`src/shared/pdc_pkg.sv`:
```
// Constants, types and register map for the phase detector configuration block
package pdc_pkg;
	localparam int PH_W = 24;
	localparam int FRAC_W = 10;
	localparam int SPAN_W = 13;
	localparam int FINE_SHIFT = 7;
	localparam int ADDR_W = 12;
	localparam int EVT_W = 3;
	typedef logic signed [PH_W-1:0] pdc_phase_t;
	// Register indices; byte address is four times the index
	localparam logic [7:0] IDX_GAIN2 = 8'h6C;
	localparam logic [7:0] IDX_GAIN1 = 8'h6D;
	localparam logic [7:0] IDX_OFS_LO = 8'h70;
	localparam logic [7:0] IDX_OFS_HI = 8'h71;
	localparam logic [7:0] IDX_BIAS = 8'h72;
	localparam logic [7:0] IDX_FINE = 8'h73;
	localparam logic [7:0] IDX_COARSE = 8'h74;
	localparam logic [7:0] IDX_STATUS = 8'h90;
	localparam logic [7:0] IDX_MASK = 8'h91;
	localparam logic [7:0] IDX_STATE = 8'h92;
	localparam logic [7:0] RST_GAIN = 8'hC2;
	localparam logic [7:0] RST_OFS_LO = 8'h00;
	localparam logic [7:0] RST_OFS_HI = 8'h00;
	localparam logic [7:0] RST_BIAS = 8'h00;
	localparam logic [7:0] RST_FINE = 8'hA2;
	localparam logic [7:0] RST_COARSE = 8'h85;
	localparam logic [EVT_W-1:0] RST_EVT = 3'h0;
	// Field positions
	localparam int B_AUTO = 7;
	localparam int B_FINE_EN = 7;
	localparam int B_INACT = 6;
	localparam int B_COARSE_EN = 7;
	localparam int B_WIDE = 6;
	localparam int B_MULTI = 5;
	localparam int BIAS_W = 6;
	// Event bits of status and mask
	localparam int EV_FINE = 0;
	localparam int EV_COARSE = 1;
	localparam int EV_INACT = 2;
	localparam logic [3:0] SPAN_SAT_CODE = 4'hC;
	localparam logic [SPAN_W-1:0] SPAN_MAX = 13'h1FFF;
	localparam pdc_phase_t ONE_UI = 24'h000400;
endpackage

```
`src/shared/pdc_irq_if.sv`:
```
// Event, clear and mask signals between the core and its interrupt unit
`timescale 1ns/1ps
interface pdc_irq_if;
	import pdc_pkg::*;
	logic [EVT_W-1:0] evt;
	logic [EVT_W-1:0] clr;
	logic [EVT_W-1:0] mask;
	logic [EVT_W-1:0] status;
	logic irq;
	modport core (output evt, output clr, output mask, input status, input irq);
	modport unit (input evt, input clr, input mask, output status, output irq);
endinterface

```
`src/hdl/pdc_span.sv`:
```
// Coarse phase span decoder: limit code to tracking range in UI
`timescale 1ns/1ps
module pdc_span (
	input wire logic [3:0] code,
	output logic [pdc_pkg::SPAN_W-1:0] span
);
	import pdc_pkg::*;
	wire sat_w = (code >= SPAN_SAT_CODE);
	wire [SPAN_W-1:0] pow_w = SPAN_W'(13'h0002 << code);
	assign span = sat_w ? SPAN_MAX : SPAN_W'(pow_w - 13'h0001);
endmodule

```
`src/hdl/pdc_irq.sv`:
```
// Sticky event status with write-one-to-clear and masked level interrupt
`timescale 1ns/1ps
module pdc_irq (
	input wire logic pclk,
	input wire logic presetn,
	pdc_irq_if.unit bus
);
	import pdc_pkg::*;
	logic [EVT_W-1:0] status_r;
	logic irq_r;
	// Set placed after clear so a same-cycle event is never lost
	wire [EVT_W-1:0] status_nxt = (status_r & ~bus.clr) | bus.evt;
	always_ff @(posedge pclk or negedge presetn) begin
		if (!presetn) begin
			status_r <= RST_EVT;
			irq_r <= 1'b0;
		end else begin
			status_r <= status_nxt;
			irq_r <= |(status_nxt & bus.mask);
		end
	end
	assign bus.status = status_r;
	assign bus.irq = irq_r;
endmodule

```
`src/hdl/pdc_top.sv`:
```
// Phase detector configuration registers, limiter and loss detection
//
// Chosen here: register access over APB.
`timescale 1ns/1ps
module pdc_top (
	input wire logic pclk,
	input wire logic presetn,
	input wire logic psel,
	input wire logic penable,
	input wire logic pwrite,
	input wire logic [pdc_pkg::ADDR_W-1:0] paddr,
	input wire logic [31:0] pwdata,
	output logic [31:0] prdata,
	output logic pready,
	output logic pslverr,
	input wire pdc_pkg::pdc_phase_t phase_meas,
	input wire logic no_activity,
	output pdc_pkg::pdc_phase_t loop_phase,
	output pdc_pkg::pdc_phase_t tracked_phase,
	output logic fine_loss,
	output logic coarse_loss,
	output logic phase_loss,
	output logic wide_detector_on,
	output logic multi_cycle_response_enable,
	output logic [15:0] phase_offset,
	output logic [pdc_pkg::BIAS_W-1:0] buildout_bias_value,
	output logic loop1_auto_gain_enable,
	output logic [2:0] loop1_analog_gain_code,
	output logic [2:0] loop1_digital_gain_code,
	output logic loop2_auto_gain_enable,
	output logic [2:0] loop2_analog_gain_code,
	output logic [2:0] loop2_digital_gain_code,
	output logic irq
);
	import pdc_pkg::*;

	logic [7:0] loop2_detector_gain_cfg_r;
	logic [7:0] loop1_detector_gain_cfg_r;
	logic [7:0] phase_shift_low_byte_r;
	logic [7:0] phase_shift_high_byte_r;
	logic [7:0] buildout_bias_cfg_r;
	logic [7:0] fine_loss_window_cfg_r;
	logic [7:0] coarse_loss_window_cfg_r;
	logic [EVT_W-1:0] mask_r;
	logic [31:0] prdata_r;
	logic [31:0] rd_nxt;
	logic pready_r;
	logic pslverr_r;
	pdc_phase_t loop_phase_r;
	pdc_phase_t tracked_r;
	logic fine_loss_r;
	logic coarse_loss_r;
	logic inact_loss_r;
	logic phase_loss_r;
	logic [SPAN_W-1:0] span_w;
	pdc_irq_if irq_bus ();

	function automatic pdc_phase_t clamp(input pdc_phase_t v, input pdc_phase_t lim);
		if (v > lim)
			clamp = lim;
		else if (v < -lim)
			clamp = -lim;
		else
			clamp = v;
	endfunction

	// APB decode
	wire [7:0] idx_w = paddr[9:2];
	wire aligned_w = (paddr[1:0] == 2'b00) && (paddr[ADDR_W-1:10] == 2'b00);
	wire setup_w = psel && !penable;
	wire wr_w = psel && penable && pready_r && pwrite && aligned_w;
	wire wr_gain2 = wr_w && (idx_w == IDX_GAIN2);
	wire wr_gain1 = wr_w && (idx_w == IDX_GAIN1);
	wire wr_ofs_lo = wr_w && (idx_w == IDX_OFS_LO);
	wire wr_ofs_hi = wr_w && (idx_w == IDX_OFS_HI);
	wire wr_bias = wr_w && (idx_w == IDX_BIAS);
	wire wr_fine = wr_w && (idx_w == IDX_FINE);
	wire wr_coarse = wr_w && (idx_w == IDX_COARSE);
	wire wr_status = wr_w && (idx_w == IDX_STATUS);
	wire wr_mask = wr_w && (idx_w == IDX_MASK);
	logic hit_w;

	always_comb begin
		hit_w = aligned_w;
		rd_nxt = 32'h0000_0000;
		if (idx_w == IDX_GAIN2) begin
			rd_nxt[7:0] = loop2_detector_gain_cfg_r;
		end else if (idx_w == IDX_GAIN1) begin
			rd_nxt[7:0] = loop1_detector_gain_cfg_r;
		end else if (idx_w == IDX_OFS_LO) begin
			rd_nxt[7:0] = phase_shift_low_byte_r;
		end else if (idx_w == IDX_OFS_HI) begin
			rd_nxt[7:0] = phase_shift_high_byte_r;
		end else if (idx_w == IDX_BIAS) begin
			rd_nxt[7:0] = buildout_bias_cfg_r;
		end else if (idx_w == IDX_FINE) begin
			rd_nxt[7:0] = fine_loss_window_cfg_r;
		end else if (idx_w == IDX_COARSE) begin
			rd_nxt[7:0] = coarse_loss_window_cfg_r;
		end else if (idx_w == IDX_STATUS) begin
			rd_nxt[EVT_W-1:0] = irq_bus.status;
		end else if (idx_w == IDX_MASK) begin
			rd_nxt[EVT_W-1:0] = mask_r;
		end else if (idx_w == IDX_STATE) begin
			rd_nxt[4:0] = {wide_detector_on, inact_loss_r, coarse_loss_r, fine_loss_r,
				phase_loss};
		end else begin
			hit_w = 1'b0;
		end
		if (!aligned_w) begin
			rd_nxt = 32'h0000_0000;
		end
	end

	// One wait-free access phase: answer prepared during setup
	always_ff @(posedge pclk or negedge presetn) begin
		if (!presetn) begin
			pready_r <= 1'b0;
			pslverr_r <= 1'b0;
			prdata_r <= 32'h0000_0000;
		end else begin
			pready_r <= setup_w;
			pslverr_r <= setup_w && !hit_w;
			prdata_r <= (setup_w && !pwrite) ? rd_nxt : 32'h0000_0000;
		end
	end

	always_ff @(posedge pclk or negedge presetn) begin
		if (!presetn) begin
			loop2_detector_gain_cfg_r <= RST_GAIN;
			loop1_detector_gain_cfg_r <= RST_GAIN;
			phase_shift_low_byte_r <= RST_OFS_LO;
			phase_shift_high_byte_r <= RST_OFS_HI;
			buildout_bias_cfg_r <= RST_BIAS;
			fine_loss_window_cfg_r <= RST_FINE;
			coarse_loss_window_cfg_r <= RST_COARSE;
			mask_r <= RST_EVT;
		end else begin
			if (wr_gain2) loop2_detector_gain_cfg_r <= pwdata[7:0];
			if (wr_gain1) loop1_detector_gain_cfg_r <= pwdata[7:0];
			if (wr_ofs_lo) phase_shift_low_byte_r <= pwdata[7:0];
			if (wr_ofs_hi) phase_shift_high_byte_r <= pwdata[7:0];
			if (wr_bias) buildout_bias_cfg_r <= pwdata[7:0];
			if (wr_fine) fine_loss_window_cfg_r <= pwdata[7:0];
			if (wr_coarse) coarse_loss_window_cfg_r <= pwdata[7:0];
			if (wr_mask) mask_r <= pwdata[EVT_W-1:0];
		end
	end

	// Field views
	wire fine_en_w = fine_loss_window_cfg_r[B_FINE_EN];
	wire inact_en_w = fine_loss_window_cfg_r[B_INACT];
	wire [2:0] fine_code_w = fine_loss_window_cfg_r[2:0];
	wire coarse_en_w = coarse_loss_window_cfg_r[B_COARSE_EN];
	wire wide_w = coarse_loss_window_cfg_r[B_WIDE];
	wire multi_w = coarse_loss_window_cfg_r[B_MULTI];
	wire [3:0] coarse_code_w = coarse_loss_window_cfg_r[3:0];

	// Shared field: detector span and coarse loss limit
	pdc_span u_span (
		.code(coarse_code_w),
		.span(span_w)
	);

	wire pdc_phase_t span_lim_w = {1'b0, span_w, {FRAC_W{1'b0}}};
	wire pdc_phase_t abs_meas_w = phase_meas[PH_W-1] ? -phase_meas : phase_meas;
	wire [SPAN_W-1:0] abs_ui_w = abs_meas_w[PH_W-2:FRAC_W];
	// Window widens one step per code; code 2 sits near 135 degrees
	wire pdc_phase_t fine_win_w = {13'h0000, {1'b0, fine_code_w} + 4'h1,
		{FINE_SHIFT{1'b0}}};

	// Coarse result used only with the wide detector active as well
	wire use_coarse_w = multi_w && wide_w;
	// Unscaled full measurement keeps dynamics equal to divided locking
	wire pdc_phase_t loop_nxt = use_coarse_w ? clamp(phase_meas, span_lim_w)
		: clamp(phase_meas, ONE_UI);
	// Wide detector keeps the multi-UI position even when the loop is limited
	wire pdc_phase_t track_nxt = wide_w ? clamp(phase_meas, span_lim_w)
		: clamp(phase_meas, ONE_UI);
	wire fine_nxt = fine_en_w && (abs_meas_w > fine_win_w);
	wire coarse_nxt = coarse_en_w && (abs_ui_w > span_w);
	wire inact_nxt = inact_en_w && no_activity;

	always_ff @(posedge pclk or negedge presetn) begin
		if (!presetn) begin
			loop_phase_r <= '0;
			tracked_r <= '0;
			fine_loss_r <= 1'b0;
			coarse_loss_r <= 1'b0;
			inact_loss_r <= 1'b0;
			phase_loss_r <= 1'b0;
		end else begin
			loop_phase_r <= loop_nxt;
			tracked_r <= track_nxt;
			fine_loss_r <= fine_nxt;
			coarse_loss_r <= coarse_nxt;
			inact_loss_r <= inact_nxt;
			phase_loss_r <= fine_nxt || coarse_nxt || inact_nxt;
		end
	end

	assign irq_bus.evt[EV_FINE] = fine_nxt && !fine_loss_r;
	assign irq_bus.evt[EV_COARSE] = coarse_nxt && !coarse_loss_r;
	assign irq_bus.evt[EV_INACT] = inact_nxt && !inact_loss_r;
	assign irq_bus.clr = wr_status ? pwdata[EVT_W-1:0] : RST_EVT;
	assign irq_bus.mask = mask_r;

	pdc_irq u_irq (
		.pclk(pclk),
		.presetn(presetn),
		.bus(irq_bus)
	);

	assign prdata = prdata_r;
	assign pready = pready_r;
	assign pslverr = pslverr_r;
	assign loop_phase = loop_phase_r;
	assign tracked_phase = tracked_r;
	assign fine_loss = fine_loss_r;
	assign coarse_loss = coarse_loss_r;
	// Own flop for the OR, so the pin leaves a register like the others
	assign phase_loss = phase_loss_r;
	assign wide_detector_on = coarse_loss_window_cfg_r[B_WIDE];
	assign multi_cycle_response_enable = coarse_loss_window_cfg_r[B_MULTI];
	assign phase_offset = {phase_shift_high_byte_r, phase_shift_low_byte_r};
	assign buildout_bias_value = buildout_bias_cfg_r[BIAS_W-1:0];
	assign loop1_auto_gain_enable = loop1_detector_gain_cfg_r[B_AUTO];
	assign loop1_analog_gain_code = loop1_detector_gain_cfg_r[6:4];
	assign loop1_digital_gain_code = loop1_detector_gain_cfg_r[2:0];
	assign loop2_auto_gain_enable = loop2_detector_gain_cfg_r[B_AUTO];
	assign loop2_analog_gain_code = loop2_detector_gain_cfg_r[6:4];
	assign loop2_digital_gain_code = loop2_detector_gain_cfg_r[2:0];
	assign irq = irq_bus.irq;
endmodule

```
`config.mk`:
```
export PLATFORM = sky130hd
export DESIGN_NAME = pdc_top
export DESIGN_NICKNAME = d
export VERILOG_FILES = /design/src/shared/pdc_pkg.sv /design/src/shared/pdc_irq_if.sv /design/src/hdl/pdc_span.sv /design/src/hdl/pdc_irq.sv /design/src/hdl/pdc_top.sv
export SDC_FILE = /design/constraint.sdc
export NUM_CORES = 1
export LEC_CHECK = 0
export ABC_CLOCK_PERIOD_IN_PS = 6300
export BUFFER_PORTS_ARGS = -buffer_cell sky130_fd_sc_hd__buf_4
export CAP_MARGIN = 25
export CORE_MARGIN = 4
export CORE_UTILIZATION = 30
export CTS_BUF_LIST = sky130_fd_sc_hd__clkbuf_4 sky130_fd_sc_hd__clkbuf_8
export DETAILED_ROUTE_END_ITERATION = 10
export MAX_ROUTING_LAYER = met4
export PLACE_DENSITY_LB_ADDON = 0.15
export SETUP_SLACK_MARGIN = 0.4
export SLEW_MARGIN = 10
export SYNTH_ARGS = -nofsm -noshare
export SYNTH_HDL_FRONTEND = slang
export SYNTH_HIERARCHICAL = 1
export SYNTH_SLANG_ARGS = --single-unit
export TNS_END_PERCENT = 5
```
`constraint.sdc`:
```
create_clock -name pclk -period 6.3 [get_ports pclk]
set_input_delay 0.315 -clock pclk [delete_from_list [all_inputs] [get_ports pclk]]
set_output_delay 0.315 -clock pclk [all_outputs]
set_load 0.01 [all_outputs]
```
# After elaboration in Yosys (flattened, before gate mapping)
# Index checks and enable logic that the tools add are counted.
# totals
reg_bits	149
input_bits	74
output_inout_bits	124
wordCells	114
# classes
add_sub_neg	4
magnitude_cmp	7
n_eq_ne	10
shifts	1
n_mux	34
bitwise_logic	4
reduce_logical	35
# op_table
cell	n
$mux W24	7
$eq A8 B7 Y1 const B	7
$mux W8	7
$mux W32	1
$eq A8 B8 Y1 const B	3
$gt A24 B12 Y1	1
$gt A24 B12 Y1 const B	1
$gt A24 B24 Y1	1
$logic_and A1 B1 Y1	24
$lt A24 B11 Y1 const B	1
$lt A24 B24 Y1	1
$neg A23 Y24	1
$neg A24 Y24	1
$gt A13 B13 Y1	1
$mux W13	1
$shl A2 B4 Y13 const A	1
$sub A13 B1 Y13 const B	1
$mux W3	4
$mux W1	10
$mux W5	2
$and A3 B3 Y3	2
$logic_not A1 Y1	6
$add A3 B1 Y4 const B	1
$ge A4 B4 Y1 const B	1
other kinds (6)	9

# Longest topological paths before layout
# logic_depth
depth_word	14
depth_mapped	21
depth_no_buf	19

# Hierarchy
# The synthesis kept the hierarchy.
# by_module_without_submodules
module	instances	cells_each	area_per_inst_um2	seq_area_each_um2
pdc_top	1	841	8007.7	3042.9
pdc_span	1	30	201.4	0.0
pdc_irq	1	12	152.6	100.1

# Least setup slack after synthesis
# OpenSTA, ideal clock, no wires.
# synth_path
kind	register -> register
from	register coarse_loss_window_cfg_r[1]
to	register loop_phase_r[10], in the netlist loop_phase[10]
setup_ps	139
arrival_time_ps	4221
t_required_ps	6161
setup_slack_ps	1940
stages_incl_launch_ff	19
path_buffers	2
period_less_slack_ps	4360
cell_sequence	dfrtp_1 > clkbuf_1 > nor3_1 > nand2_1 > ha_1 > xnor2_1 > and2_1 > a221o_1 > o21ai_0 > nand2_1 > ha_1 > o2111ai_1 > a31o_2 > a31o_2 > a21oi_1 > o21ai_0 > o22a_1 > buf_2 > a2bb2oi_1
# synth_via
elab_chain_len	8
elab_cells_between_ends	10
cone_classes	add/sub: 2; order compare: 3; shift: 1; mux: 4
# synth_lines
element	line	text
start, declared	pdc_top.sv:43	logic [7:0] coarse_loss_window_cfg_r;
start signal, assigned	pdc_top.sv:145	if (wr_coarse) coarse_loss_window_cfg_r <= pwdata[7:0];
$shl A2 B4 Y13	pdc_span.sv:9	wire [SPAN_W-1:0] pow_w = SPAN_W'(13'h0002 << code);
$sub A13 B1 Y13	pdc_span.sv:10	assign span = sat_w ? SPAN_MAX : SPAN_W'(pow_w - 13'h0001);
$mux W13 *	pdc_span.sv:10	
named net span_w[7]	pdc_top.sv:55	logic [SPAN_W-1:0] span_w;
$neg A23 Y24	pdc_top.sv:61	else if (v < -lim)
$lt A24 B24 Y1	pdc_top.sv:61	
$mux W24	pdc_top.sv:61	
$mux W24 *	pdc_top.sv:59	if (v > lim)
$mux W24 *	pdc_top.sv:175	wire pdc_phase_t loop_nxt = use_coarse_w ? clamp(phase_meas, span_lim_w)
named net loop_nxt[10]	pdc_top.sv:175	
end signal, assigned	pdc_top.sv:193	loop_phase_r <= loop_nxt;
end, declared	pdc_top.sv:49	pdc_phase_t loop_phase_r;
# The timed path passes the listed nets; every way through them passes the cells marked *.
# A chain may end at the register's enable or synchronous reset.

# Final worst setup path
# layout_path
from	register coarse_loss_window_cfg_r[3]
to	register loop_phase_r[21], in the netlist loop_phase[21]
# layout_via
elab_chain_len	8
elab_cells_between_ends	10
cone_classes	add/sub: 2; order compare: 3; shift: 1; mux: 4
# layout_lines
element	line
$shl A2 B4 Y13	pdc_span.sv:9
$sub A13 B1 Y13	pdc_span.sv:10
$mux W13 *	pdc_span.sv:10
named net span_w[7]	pdc_top.sv:55
$neg A23 Y24	pdc_top.sv:61, pdc_top.sv:62
$lt A24 B24 Y1	pdc_top.sv:61
$mux W24	pdc_top.sv:61
$mux W24 *	pdc_top.sv:59
$mux W24 *	pdc_top.sv:175
named net loop_nxt[21]	pdc_top.sv:175
# Marked as above.

==> impl_metrics.sql <==
INSERT INTO impl_metrics (metric_group, metric, value, unit) VALUES
('worst_setup_path', 'worst_ep_required_time', '6.63', 'ns'),
('worst_setup_path', 'timing.critical_path.slowest_cell_delay', '0.56', 'ns'),
('floorplanning', 'coreArea', '27200', 'sq um'),
('floorplanning', 'die_width', '175', 'microns'),
('worst_setup_path', 'path_max_fanout', '16', ''),
('power', 'power_density', '187', 'nW/um^2'),
('drt', 'via_count', '7214', ''),
('floorplanning', 'initial_core_util', '30.8', '%'),
('sta', 'worst_slew_margin_rel', '30.4', '%'),
('sta', 'finalSetupViolations', '0', ''),
('worst_setup_path', 'setup.worst_path.start_class', 'flip-flop', ''),
('synth', 'syn_area_per_cell', '9.47', 'sq um'),
('sta', 'setup-tns-final', '0', 'ns'),
('clock_tree', 'postCtsSetupBuffers', '0', ''),
('finish', 'insertedDiodeCount', '0', ''),
('worst_setup_path', 'critical_path.slowest_cell', 'sky130_fd_sc_hd__dfrtp_1', ''),
('synth', 'synth_largest_type_area_fraction', '33.8', '%'),
('synth', 'postSynth.topFlopCell', 'sky130_fd_sc_hd__dfrtp_1', ''),
('place', 'hpwlAfterDp', '20.9', 'mm'),
('clock_tree', 'ctsHtreeMaxLevel', '4', ''),
('worst_setup_path', 'ordered_cell_list_for_the_critical_path', 'nor3_1, nand2_1, ha_1, xnor2_1, and2_1, a221o_1, o21ai_0, nand2_1, ha_1, and4_1, a21oi_1, a31oi_1, nor3b_1, mux2_2, a2111oi_0, nor3_1', ''),
('drt', 'drc', '0', ''),
('synth', 'synth.area.top_cells', 'sky130_fd_sc_hd__dfrtp_1 34%, sky130_fd_sc_hd__mux2_2 8.3%, sky130_fd_sc_hd__ha_1 7.3%, sky130_fd_sc_hd__buf_4 3.9%, sky130_fd_sc_hd__dfstp_2 3.8%', ''),
('grt', 'grtUsageTotal', '18.8', '%'),
('floorplanning', 'design.portCount', '198', ''),
('grt', 'grt_pass1_wl', '43.8', 'mm'),
('synth', 'cell_with_the_most_instances_after_synthesis', 'sky130_fd_sc_hd__dfrtp_1', ''),
('finish', 'nets', '1117', ''),
('drt', 'antenna_violating_nets_post_route', '0', ''),
('power', 'totalPowerFinal', '1.87', 'mW'),
('drt', 'total_wire_length_after_detailed_routing', '28.0', 'mm'),
('floorplanning', 'row_count', '60', ''),
('synth', 'largest_family_of_logic_cells_by_synthesized_area', 'compound AO/OA/AOI/OAI gates', ''),
('sta', 'final-max-slew-violation-count', '0', ''),
('synth', 'yosys.area_share.xor_xnor', '2.41', '%'),
('finish', 'fill_cells', '2856', ''),
('status', 'outcome', 'completed', ''),
('sta', 'worst_slew_pin_slew', '1.04', 'ns'),
('clock_tree', 'cts.sinks', '125', ''),
('grt', 'grt_pass1_vias', '7292', ''),
('worst_setup_path', 'cp_data_arrival_time', '5.24', 'ns'),
('synth', 'compound_gate_portion_of_the_synthesized_area', '18.2', '%'),
('synth', 'cell_area_after_synthesis', '8360', 'sq um'),
('synth', 'synth_seq_cells', '125', ''),
('synth', 'synthAdderAreaFrac', '7.33', '%'),
('sta', 'hold_fails_final_rpt', '0', ''),
('grt', 'grt_start_max_net_pins', '50', ''),
('grt', 'grt_antenna_before_repair', '0', ''),
('sta', 'worst_clock_skew', '0.0223', 'ns'),
('power', 'leakagePower', '4.58', 'nW'),
('floorplanning', 'fp.dieH', '175', 'microns'),
('clock_tree', 'cts_max_path_bufs', '2', ''),
('clock_tree', 'clock_latency', '0.46', 'ns'),
('worst_setup_path', 'critPathCaptureType', 'flip-flop', ''),
('finish', 'post_route_cells_drive_above_1_share', '28.1', '%'),
('synth', 'netlist.top_cell.by_area', 'sky130_fd_sc_hd__dfrtp_1', ''),
('synth', 'synth_edf_count', '0', ''),
('synth', 'post_synth_mux_area_share', '10.2', '%'),
('synth', 'synth-seq-area-share', '37.6', '%'),
('clock_tree', 'cts_made_buffers', '17', ''),
('job', 'max_cap_violations', '0', ''),
('sta', 'finalCriticalPeriod', '4.92', 'ns'),
('synth', 'async_reset_ff_share', '100', '%'),
('sta', 'rsz0062_at_grt', 'no', ''),
('worst_hold_path', 'worstHoldStart', 'psel', ''),
('worst_setup_path', 'ff_to_ff_start', 'coarse_loss_window_cfg_r[3]', ''),
('floorplanning', 'die_ar', '30600', 'sq um'),
('synth', 'post_synth_simple_gate_area', '16.5', '%'),
('sta', 'fin_crit_sh', '78.0', '%'),
('drt', 'wire_per_inst', '20.3', 'microns'),
('place', 'routabilityCongestion', '0.901', '');
==> cells by family (layout without fill, tap and decap cells) <==
group / after synthesis / count (layout)
AOI/OAI and AO/OA: 219 / 219
other: 2 / 25
buffers and inverters: 124 / 225
xor gates and xnor gates: 23 / 23
DFF: 125 / 125
muxes: 76 / 76
and+or+nand+nor: 265 / 265
adders and majority gates: 49 / 49
==> repair_timing <==
action / in CTS / in global routing
endpoints found under the hold margin: 45 / 0
hold buffers: 1 / 0
gates resized for setup: 0 / 0
==> worst paths after layout <==
kind	slack (ns)	end	depth (start not counted)
worst max-delay path	1.38	loop_phase[21]	16
worst min-delay path	0.12	pready	3
worst max register to register	1.38	loop_phase[21]	16
worst min register to register	0.51	loop1_detector_gain_cfg_r[3]	1
max in group asynchronous	4.82	loop2_detector_gain_cfg_r[7]	3
min in group asynchronous	0.44	loop_phase[7]	2
==> through the flow <==
stage,setup WS (ns),cells,area [sq um],util [%],hold slack (ns)
2_1_floorplan,1.94,906,8450,-,0.0194
3_3_place_gp,1.43,1345,9580,35.3,0.393
3_5_place_dp,1.44,1346,9590,35.3,0.396
4_1_cts,1.40,1379,10000,36.8,0.0890
5_1_grt,0.946,1379,10000,36.8,0.109
6_report,1.38,1379,10000,36.8,0.116
==> critical path: cells and delay by family (launching register included) <==
kind / cells / cell delay, ns
AND/OR/NAND/NOR: 7 / 1.65
adder cells (fa/ha/maj): 2 / 0.58
flip-flops: 1 / 0.56
AO/OA/AOI/OAI: 5 / 1.48
multiplexers: 1 / 0.40
XOR/XNOR: 1 / 0.14
==> flip-flops by register name, summed over array words and instances, names as in the netlist, 3 cells and up <==
name and count:
tracked_phase 24, coarse_loss_window_cfg_r 8, loop_phase 24, u_irq/bus.status 3, prdata 8, loop2_detector_gain_cfg_r 8
irq_bus.mask 3, loop1_detector_gain_cfg_r 8, buildout_bias_cfg_r 8, fine_loss_window_cfg_r 8, phase_shift_high_byte_r 8, phase_shift_low_byte_r 8
==> cell type report <==
type	instances	area [sq um]	area share (%)
multi-input cells	657	4670	46.7
repair buffers	159	1200	12.0
clock buffers	17	234	2.34
inverters	34	128	1.28
flip-flops and latches	125	3140	31.4
clock inverters	15	165	1.65
well taps	372	465	4.66
==> cell usage in the layout (no fill, tap or decap), drive strengths merged, types with 23 or more instances in the layout <==
cell type | netlist | layout
a21oi | 43 | 43
buf | 50 | 158
conb | 2 | 25
dfrtp | 113 | 113
ha | 49 | 49
inv | 34 | 42
mux2 | 62 | 62
nand2 | 56 | 56
nor2 | 64 | 64
nor2b | 23 | 23
nor3 | 31 | 31
o21ai | 36 | 36
==> metal layers <==
| layer | up-vias | part of all wire [%] | track usage [%] |
|---|---|---|---|
| met5 | - | 0 | - |
| met4 | 0 | 1.7 | 4.32 |
| met3 | 34 | 4.7 | 3.03 |
| met2 | 226 | 47 | 30.3 |
| met1 | 3541 | 46 | 24.9 |
| li1 | 3413 | - | - |
==> where the power goes <==
group	internal [mW]	total [mW]	switching, mW
registers	0.819	0.826	0.00731
clock network	0.300	0.721	0.421
logic	0.126	0.322	0.196
No activity file was read; power rests on OpenSTA's default activity.
